[config.mk]
export PLATFORM = sky130hd
export DESIGN_NAME = timer0_shared_prescaler
export DESIGN_NICKNAME = d
export VERILOG_FILES = /design/src/logic/timer0_shared_prescaler.v
export VERILOG_INCLUDE_DIRS = /design/src /design/src/logic
export SDC_FILE = /design/constraint.sdc
export NUM_CORES = 1
export LEC_CHECK = 0
export ABC_AREA = 0
export BUFFER_PORTS_ARGS = -buffer_cell sky130_fd_sc_hd__buf_2
export CAP_MARGIN = 0
export CELL_PAD_IN_SITES_DETAIL_PLACEMENT = 1
export CELL_PAD_IN_SITES_GLOBAL_PLACEMENT = 1
export CORE_MARGIN = 2
export CORE_UTILIZATION = 31
export DETAILED_ROUTE_END_ITERATION = 12
export PLACE_DENSITY = 0.73
export REMOVE_ABC_BUFFERS = 1
export SLEW_MARGIN = 0
export SYNTH_ARGS = -nofsm -noshare
export SYNTH_HDL_FRONTEND = slang
export SYNTH_SLANG_ARGS = --single-unit
[constraint.sdc]
create_clock -name clk -period 1.74 [get_ports clk]
set_clock_uncertainty 0.15 [all_clocks]
set_input_delay 0.435 -clock clk [delete_from_list [all_inputs] [get_ports clk]]
set_output_delay 0.435 -clock clk [all_outputs]
set_load 0.01 [all_outputs]
[src/logic/timer0_defines.vh]
`ifndef TIMER0_DEFINES_VH
`define TIMER0_DEFINES_VH
`define ADDR_W 4
`define OFS_CTRL 4'h0
`define OFS_COUNT 4'h4
`define OFS_MASK 4'h8
`define OFS_FLAGS 4'hC
`define CS_LO 0
`define CS_HI 2
`define BIT_OVF 0
`define BIT_PSR 8
`define CS_W 3
`define DATA_W 32
`define RD_RESET 32'h00000000
`define N_TAPS 4
`define CS_STOP 3'h0
`define CS_DIV1 3'h1
`define CS_DIV8 3'h2
`define CS_DIV64 3'h3
`define CS_DIV256 3'h4
`define CS_DIV1024 3'h5
`define CS_EXT_FALL 3'h6
`define CS_EXT_RISE 3'h7
`define TAP8 2
`define TAP64 5
`define TAP256 7
`define TAP1024 9
`define PRE_W 10
`define BAD_READ 32'hDEADBEEF
`endif

[src/logic/timer0_shared_prescaler.v]
// Behaviour
// Select field picks stop, undivided, prescaler taps
// Codes 6/7 count falling/rising pin edges
// Pin counts even when driven as output
// Counter read/write; control upper bits zero
// Mask bit 0 enables overflow interrupt
// Flag set on overflow, cleared on vector
// Writing one clears flag, zero ignored
// Prescaler free running, shared by timers
// First prescaled tick within 1..N+1 cycles
// Prescaler reset restarts all timers' periods
// Pin sampled every cycle, then edge detected
// Latch on high phase, then rising registers
// One tick per selected edge
// Pin edge to count 2.5..3.5 cycles
// Software toggles ext clock when pin stable
// External half period exceeds one cycle
// External ticks bypass the prescaler
// Prescaler reset bit self clears
// Reset bit write zero ignored, reads zero
// Counts up only, wraps to zero
// Flag set with counter reaching zero
// CPU counter write beats counting
// Tick is single-cycle enable
// Irq output is flag and enable
//
// The placing of the registers and the Avalon-MM interface to the registers were chosen for this implementation.
`include "timer0_defines.vh"
`timescale 1ns/10ps
`default_nettype none
module timer0_shared_prescaler #(
  parameter CNT_W = 8
) (
  input wire clk,
  input wire srst,
  input wire [`ADDR_W-1:0] avs_address,
  input wire avs_read,
  input wire avs_write,
  input wire [31:0] avs_writedata,
  output reg [31:0] avs_readdata,
  output wire avs_waitrequest,
  input wire ext_count_pin,
  input wire irq_vector_ack,
  output wire overflow_irq,
  output wire [3:0] prescaler_taps
);
  // Register state
  reg [`CS_W-1:0] clock_select_field_r;
  reg [`CS_W-1:0] clock_select_field_nxt;
  reg [CNT_W-1:0] counter_value_r;
  reg [CNT_W-1:0] counter_value_nxt;
  reg overflow_irq_enable_r;
  reg overflow_irq_enable_nxt;
  reg overflow_flag_r;
  reg overflow_flag_nxt;
  reg prescaler_reset_bit_r;
  reg prescaler_reset_bit_nxt;
  reg [`PRE_W-1:0] presc_r;
  reg [`PRE_W-1:0] presc_nxt;
  reg [`PRE_W-1:0] presc_d_r;
  reg [`PRE_W-1:0] presc_d_nxt;
  reg [`DATA_W-1:0] readdata_nxt;

  // Pin sampling chain
  reg pin_latch_r;
  reg pin_s1_r;
  reg pin_s2_r;
  reg pin_prev_r;
  wire pin_rise;
  wire pin_fall;

  // Bus handshake and decode
  reg ack_r;
  reg ack_nxt;
  wire bus_req;
  wire wr_done;
  wire rd_first;
  wire sel_ctrl;
  wire sel_count;
  wire sel_mask;
  wire sel_flags;
  wire wr_ctrl;
  wire wr_count;
  wire wr_mask;
  wire wr_flags;
  wire wr_sfr;
  reg [`DATA_W-1:0] rd_mux;

  // Tick source and overflow
  reg timer_tick;
  wire [CNT_W-1:0] cnt_inc;
  wire [CNT_W-1:0] all_ones;
  wire cnt_at_max;
  wire ovf_set;
  wire ovf_clear;
  wire [`N_TAPS-1:0] tap_now;
  wire [`N_TAPS-1:0] tap_was;
  genvar g;

  // One wait cycle: waitrequest drops in the second cycle of a request
  assign bus_req = avs_read | avs_write;
  assign avs_waitrequest = bus_req & ~ack_r;
  assign wr_done = avs_write & ack_r;
  assign rd_first = avs_read & ~ack_r;

  // A held request restarts the handshake after each completion
  always @* begin
    ack_nxt = bus_req & ~ack_r;
  end

  always @(posedge clk) begin
    if (srst) begin
      ack_r <= 1'b0;
    end else begin
      ack_r <= ack_nxt;
    end
  end

  // Address decode; unmapped writes fall through harmlessly
  assign sel_ctrl = (avs_address == `OFS_CTRL);
  assign sel_count = (avs_address == `OFS_COUNT);
  assign sel_mask = (avs_address == `OFS_MASK);
  assign sel_flags = (avs_address == `OFS_FLAGS);

  // Write strobes only in the completing cycle
  assign wr_ctrl = wr_done & sel_ctrl;
  assign wr_count = wr_done & sel_count;
  assign wr_mask = wr_done & sel_mask;
  assign wr_flags = wr_done & sel_flags;

  // Prescaler reset rides in the control word, outside the select field
  assign wr_sfr = wr_ctrl & avs_writedata[`BIT_PSR];

  // Reset strobe lives one cycle, then clears itself
  always @* begin
    prescaler_reset_bit_nxt = wr_sfr;
  end

  always @(posedge clk) begin
    if (srst) begin
      prescaler_reset_bit_r <= 1'b0;
    end else begin
      prescaler_reset_bit_r <= prescaler_reset_bit_nxt;
    end
  end

  // Free running; only srst or its reset bit restarts it, never a select change
  always @* begin
    presc_nxt = presc_r + {{(`PRE_W-1){1'b0}}, 1'b1};
    if (prescaler_reset_bit_r) begin
      presc_nxt = {`PRE_W{1'b0}};
    end
  end

  // Delayed copy cleared too, so a reset never fakes a tap
  always @* begin
    presc_d_nxt = presc_r;
    if (prescaler_reset_bit_r) begin
      presc_d_nxt = {`PRE_W{1'b0}};
    end
  end

  always @(posedge clk) begin
    if (srst) begin
      presc_r <= {`PRE_W{1'b0}};
    end else begin
      presc_r <= presc_nxt;
    end
  end

  always @(posedge clk) begin
    if (srst) begin
      presc_d_r <= {`PRE_W{1'b0}};
    end else begin
      presc_d_r <= presc_d_nxt;
    end
  end

  // Falling tap bits line up, so every slower tap coincides with /8
  assign tap_now = {presc_r[`TAP1024],
                    presc_r[`TAP256],
                    presc_r[`TAP64],
                    presc_r[`TAP8]};
  assign tap_was = {presc_d_r[`TAP1024],
                    presc_d_r[`TAP256],
                    presc_d_r[`TAP64],
                    presc_d_r[`TAP8]};

  generate
    for (g = 0; g < `N_TAPS; g = g + 1) begin : tap_gen
      // Phase is kept across enables, so the first tick may come early
      assign prescaler_taps[g] = tap_was[g] & ~tap_now[g];
    end
  endgenerate

  // Falling-edge flop stands in for the latch open while clk is high
  always @(negedge clk) begin
    if (srst) begin
      pin_latch_r <= 1'b0;
    end else begin
      pin_latch_r <= ext_count_pin;
    end
  end

  always @(posedge clk) begin
    if (srst) begin
      pin_s1_r <= 1'b0;
    end else begin
      pin_s1_r <= pin_latch_r;
    end
  end

  always @(posedge clk) begin
    if (srst) begin
      pin_s2_r <= 1'b0;
    end else begin
      pin_s2_r <= pin_s1_r;
    end
  end

  // Edge detector history; only the second stage is read by logic
  always @(posedge clk) begin
    if (srst) begin
      pin_prev_r <= 1'b0;
    end else begin
      pin_prev_r <= pin_s2_r;
    end
  end

  // Reset low matches an idle low pin; a high idle pin fakes one rise
  assign pin_rise = pin_s2_r & ~pin_prev_r;
  assign pin_fall = pin_prev_r & ~pin_s2_r;

  // Pin direction is not consulted, so a driven pin still counts
  always @* begin
    case (clock_select_field_r)
      `CS_STOP: begin
        timer_tick = 1'b0;
      end
      `CS_DIV1: begin
        timer_tick = 1'b1;
      end
      `CS_DIV8: begin
        timer_tick = prescaler_taps[0];
      end
      `CS_DIV64: begin
        timer_tick = prescaler_taps[1];
      end
      `CS_DIV256: begin
        timer_tick = prescaler_taps[2];
      end
      `CS_DIV1024: begin
        timer_tick = prescaler_taps[3];
      end
      `CS_EXT_FALL: begin
        timer_tick = pin_fall;
      end
      `CS_EXT_RISE: begin
        timer_tick = pin_rise;
      end
      default: begin
        timer_tick = 1'b0;
      end
    endcase
  end

  always @* begin
    clock_select_field_nxt = clock_select_field_r;
    if (wr_ctrl) begin
      clock_select_field_nxt = avs_writedata[`CS_HI:`CS_LO];
    end
  end

  always @(posedge clk) begin
    if (srst) begin
      clock_select_field_r <= `CS_STOP;
    end else begin
      clock_select_field_r <= clock_select_field_nxt;
    end
  end

  assign cnt_inc = counter_value_r + {{(CNT_W-1){1'b0}}, 1'b1};
  assign all_ones = {CNT_W{1'b1}};
  assign cnt_at_max = (counter_value_r == all_ones);

  // A bus write wins over a tick landing in the same cycle
  always @* begin
    counter_value_nxt = counter_value_r;
    if (wr_count) begin
      counter_value_nxt = avs_writedata[CNT_W-1:0];
    end else if (timer_tick) begin
      counter_value_nxt = cnt_inc;
    end
  end

  always @(posedge clk) begin
    if (srst) begin
      counter_value_r <= {CNT_W{1'b0}};
    end else begin
      counter_value_r <= counter_value_nxt;
    end
  end

  always @* begin
    overflow_irq_enable_nxt = overflow_irq_enable_r;
    if (wr_mask) begin
      overflow_irq_enable_nxt = avs_writedata[`BIT_OVF];
    end
  end

  always @(posedge clk) begin
    if (srst) begin
      overflow_irq_enable_r <= 1'b0;
    end else begin
      overflow_irq_enable_r <= overflow_irq_enable_nxt;
    end
  end

  // Overwritten counts raise no flag; a clear in the set cycle loses
  assign ovf_set = timer_tick & ~wr_count & cnt_at_max;
  assign ovf_clear = irq_vector_ack | (wr_flags & avs_writedata[`BIT_OVF]);

  always @* begin
    overflow_flag_nxt = overflow_flag_r;
    if (ovf_set) begin
      overflow_flag_nxt = 1'b1;
    end else if (ovf_clear) begin
      overflow_flag_nxt = 1'b0;
    end
  end

  always @(posedge clk) begin
    if (srst) begin
      overflow_flag_r <= 1'b0;
    end else begin
      overflow_flag_r <= overflow_flag_nxt;
    end
  end

  // Global masking stays with the CPU
  assign overflow_irq = overflow_flag_r & overflow_irq_enable_r;

  // Reset bit and upper control bits never reach the read path
  always @* begin
    if (sel_ctrl) begin
      rd_mux = {{(`DATA_W-`CS_W){1'b0}}, clock_select_field_r};
    end else if (sel_count) begin
      rd_mux = {{(`DATA_W-CNT_W){1'b0}}, counter_value_r};
    end else if (sel_mask) begin
      rd_mux = {{(`DATA_W-1){1'b0}}, overflow_irq_enable_r};
    end else if (sel_flags) begin
      rd_mux = {{(`DATA_W-1){1'b0}}, overflow_flag_r};
    end else begin
      rd_mux = `BAD_READ;
    end
  end

  // Captured in the wait cycle so it stands when waitrequest drops
  always @* begin
    readdata_nxt = avs_readdata;
    if (rd_first) begin
      readdata_nxt = rd_mux;
    end
  end

  always @(posedge clk) begin
    if (srst) begin
      avs_readdata <= `RD_RESET;
    end else begin
      avs_readdata <= readdata_nxt;
    end
  end
endmodule
`default_nettype wire

==> summary by stage <==
Clocking
Clock-pin slew was measured on the worst setup and hold paths at 0.09 ns. The H-tree generated during clock tree synthesis spans 2 levels. The maximum buffer depth of the clock tree is 2. The TritonCTS clock tree is built. The TritonCTS buffer count is 5. The number of buffers inserted by hold repair at cts is 0. The latest clock arrival within the worst-skew pair is 0.34 ns. The number of clock sinks is 42. The root buffer cell is sky130_fd_sc_hd__clkbuf_8.

Power
In this run the power density over the cells is 712.5 mW/mm². The switching power is 492.3 µW. IR analysis of the VDD net gives a maximum drop of roughly 0.28 mV. The power consumption is 1.940 mW. Internal power comes to 1.448 mW. The fraction of power consumed by sequential logic is 0.520. The total leakage power is 1.198 nW. Of the total power, the share spent switching nets is 0.2538. Of the total power, the clock network draws 0.361.

Of the total power, combinational logic draws 0.118.

Yosys
The number of synthesis warnings is 0. By area the synthesized netlist is led by sky130_fd_sc_hd__dfxtp_1, sky130_fd_sc_hd__buf_4, sky130_fd_sc_hd__nor2_1. Synthesis inferred 42 register bits. After synthesis, the most frequently instantiated cells are sky130_fd_sc_hd__dfxtp_1, sky130_fd_sc_hd__nor2_1, sky130_fd_sc_hd__buf_4.

The fraction of synthesis flops using an asynchronous set or reset pin is 0. The proportion of netlist area held by the largest area contributor is 0.4125. After synthesis, the share of cell area in mux cells is 0.04052.

Of the total synthesized cell area, the portion taken by full adders, half adders and majority gates is 0.01228. The combinational family with the most area after synthesis is simple AND/OR/NAND/NOR gates. Averaged over all synthesized cells, the footprint is approximately 8.6 µm². The sequential element share of the synthesized area is 0.4125. The simple-gate share of the synthesized area is 0.2867.

The fraction of synthesized cell area in xor and xnor cells is 0.02578. Yosys mapped the design onto 40 distinct sky130hd cell types. Among all flip-flop cells after synthesis, the most frequent one is sky130_fd_sc_hd__dfxtp_1. The synthesized design contains 0 enable-type register cells. sky130_fd_sc_hd__dfxtp_1 takes more of the synthesized area than any other cell.

The post-synthesis compound-gate area fraction is 0.1001. The dominant cell by count in the synthesized netlist is sky130_fd_sc_hd__dfxtp_1. The number of cells produced by synthesis is 237. The mapped cell area is roughly 0.0020 mm².

Floorplanning
The region available for standard cell placement spans 0.006350 mm². The initialized floorplan defines 29 standard-cell rows. The starting density of the core is 0.3210. 80 I/O pins were placed.

The horizontal extent of the die is 85.09 µm. The die area is 0.007239 mm². The die is 85.09 µm tall.

Route
Summed over all layers, the routed wires come to 5690 µm. The total iterations of the first detailed-routing run is 2. After the first detailed-routing iteration, the DRC count stood at 76.

For this run, design rule violations remaining after detail routing come to 0. Once detail routing completed, the nets flagged for antenna violations numbered 0. Dividing the detail-routed via count by the number of cells gives 4.856. In the final routed layout, each cell accounts on average for 14.86 µm. The number of vias after detailed routing is 1860.

Final layout
The finished layout cell area is around 0.0027 mm². From synthesis to final layout, the design area changed by 33.58%. The net count of the finished layout is 349. The number of antenna diodes in the final layout is 0. The fill cell total of the finished layout is around 770. The fraction of final layout cells sized beyond drive strength 1 is 0.4085.

Critical path
The worst-path maximum fanout is 7. Together, buffers and inverters on the worst path number 0. Traced cell by cell, the critical path runs through and4bb_2 -> nor4_4 -> or3_1 -> or3_1 -> a311oi_1.

Data arrives at the worst endpoint at 2.03 ns. The critical path's most frequent cell is sky130_fd_sc_hd__or3_1. The nature of the critical path endpoint is a flop. Among cell families on the critical path, the largest total delay comes from simple AND/OR/NAND/NOR gates. In this run the critical register-to-register path is launched from clock_select_field_r[2]$_SDFFE_PP0P_. At the worst endpoint, the required time is 1.81 ns.

The kind of critical path is reg -> reg. On the worst path, the slowest cell contributes a delay of 0.37 ns. Among all stages on the critical path, the largest delay is contributed by sky130_fd_sc_hd__dfxtp_4. The most critical setup path has its startpoint at clock_select_field_r[2]$_SDFFE_PP0P_. The startpoint class of the critical path is a flop.

Place
In this run the tool buffered the top-level ports with 49 buffer cells. The post-DP HPWL is 4101 µm. The congestion estimate from routability-driven global placement came to 0.7920. In this run the cell area measured after placement is approximately 0.0024 mm².

Min path
In this run the most critical hold path is launched from avs_writedata[8]. The worst hold-check path type is in -> reg.

Global routing
The global-route wire length before repair is 9073 µm. The via count of the first global-routing pass is 1875. The number of antenna violations at the first check in global routing was 0. For this run, global-route usage on met1 was measured as 0.1996.

The total global-route track usage is 0.1568. The aggregate global routing overflow is 0. Entering global routing, the biggest net connects 19 pins.

After global routing, the most crowded layer is met2. The met3 usage is 0.01459. For this run, global-route usage on met2 was measured as 0.2685.

STA
The number of hold violations in the final report came to 0. The time the final worst path needs with I/O delays and setup is 1.959 ns. The count of endpoints failing setup in the final report is 9. Setup slack on the critical path of the routed design comes to -0.2193 ns.

Setup repair after global routing could not meet its margin everywhere. Static timing analysis puts the maximum clock frequency at 510.4 MHz. In the finished design, the share of the clock period the worst path needs comes to 1.126. The number of slew-limit violations in the final report was 0.

Outcome
The checks that failed: negative setup slack. The flow ran to the end, but the final reports show violations.

Flow run
The max-cap violation count is 0.
==> placed cells by master, fill, tap and decap left out, types with 3 or more instances in the layout <==
| cell | instances |
|---|---|
| sky130_fd_sc_hd__and2_1 | 6 |
| sky130_fd_sc_hd__nor3_1 | 11 |
| sky130_fd_sc_hd__o21ai_0 | 6 |
| sky130_fd_sc_hd__mux2i_1 | 6 |
| sky130_fd_sc_hd__nor2b_1 | 8 |
| sky130_fd_sc_hd__buf_4 | 38 |
| sky130_fd_sc_hd__clkbuf_8 | 7 |
| sky130_fd_sc_hd__nand2_1 | 7 |
| sky130_fd_sc_hd__dfxtp_1 | 38 |
| sky130_fd_sc_hd__a311oi_2 | 6 |
| sky130_fd_sc_hd__nand3_1 | 7 |
| sky130_fd_sc_hd__conb_1 | 7 |
| sky130_fd_sc_hd__inv_1 | 6 |
| sky130_fd_sc_hd__or3_1 | 5 |
| sky130_fd_sc_hd__a21oi_1 | 7 |
| sky130_fd_sc_hd__nand4_1 | 3 |
| sky130_fd_sc_hd__buf_2 | 49 |
| sky130_fd_sc_hd__xor2_1 | 4 |
| sky130_fd_sc_hd__nor2_1 | 39 |
==> what timing repair did <==
item | 4_1_cts | 5_1_grt
pin swaps | 15 | 8
setup buffers | 4 | 2
hold endpoints to repair | 0 | 0
resized for setup | 17 | 16
endpoints found under the setup margin | 9 | 9
==> metal layers <==
layer	wire length, µm	share of wire	vias to the layer above
met3	105	0.018	13
met5	0	0	-
met2	3010	0.53	25
li1	-	-	928
met4	127	0.022	0
met1	2446	0.43	894
==> registers in the layout, indices dropped and copies added (netlist names) <==
register               count
prescaler_reset_bit_r      1
presc_r                   10
presc_d_r                  4
overflow_flag_r            1
pin_s2_r                   1
pin_latch_r                1
counter_value_r            8
ack_r                      1
overflow_irq_enable_r      1
pin_prev_r                 1
clock_select_field_r       3
avs_readdata               9
pin_s1_r                   1
==> power groups by stage <==
stage | Combinational [mW] | Sequential (mW) | Clock [mW]
6_report | 0.229 | 1.01 | 0.701
5_1_grt | 0.253 | 1.01 | 0.766
4_1_cts | 0.230 | 1.01 | 0.725
3_5_place_dp | 0.225 | 1.03 | 0.00719
3_3_place_gp | 0.221 | 1.03 | 0.00719
2_1_floorplan | 0.0648 | 1.06 | 0.00719
==> final cells by class <==
class	count	area, µm²	area share
clock buffer	7	96.34	0.03539
clock inverter	2	7.507	0.002757
inverter	5	18.77	0.006893
multi-input combinational	161	1100	0.4040
sequential	42	850.8	0.3125
tap	77	96.34	0.03539
timing repair buffer	89	553.0	0.2031
==> cells by family (layout without fill, tap and decap cells) <==
kind of cell,after synthesis,in the layout
other cells,1,7
xor+xnor,6,6
fa+ha+maj,2,2
compound gates,30,30
flops,42,42
mux,7,7
simple gates,109,109
buf+inv,40,103
==> worst paths after layout <==
check,cells after the start,slack (ns),endpoint
max,5,-0.22,counter_value_r[6]$_SDFFE_PP0P_
min,2,0.24,prescaler_reset_bit_r$_SDFF_PP0_
max reg2reg,5,-0.22,counter_value_r[6]$_SDFFE_PP0P_
min reg2reg,1,0.30,pin_s2_r$_SDFF_PP0_
==> per-stage QoR <==
step / hold WS (ns) / TNS (ns) / instances / util / setup WS, ns
floorplan: 0.2638 / -6.045 / 209 / - / -0.3378
global placement: 0.2736 / -2.114 / 370 / 0.3846 / -0.3029
detailed placement: 0.2831 / -2.779 / 370 / 0.3846 / -0.3654
CTS: 0.2331 / -1.434 / 381 / 0.4148 / -0.2238
global route: 0.2463 / -1.998 / 383 / 0.4288 / -0.2828
finish: 0.2407 / -1.376 / 383 / 0.4288 / -0.2193
No activity file was read; power rests on OpenSTA's default activity.
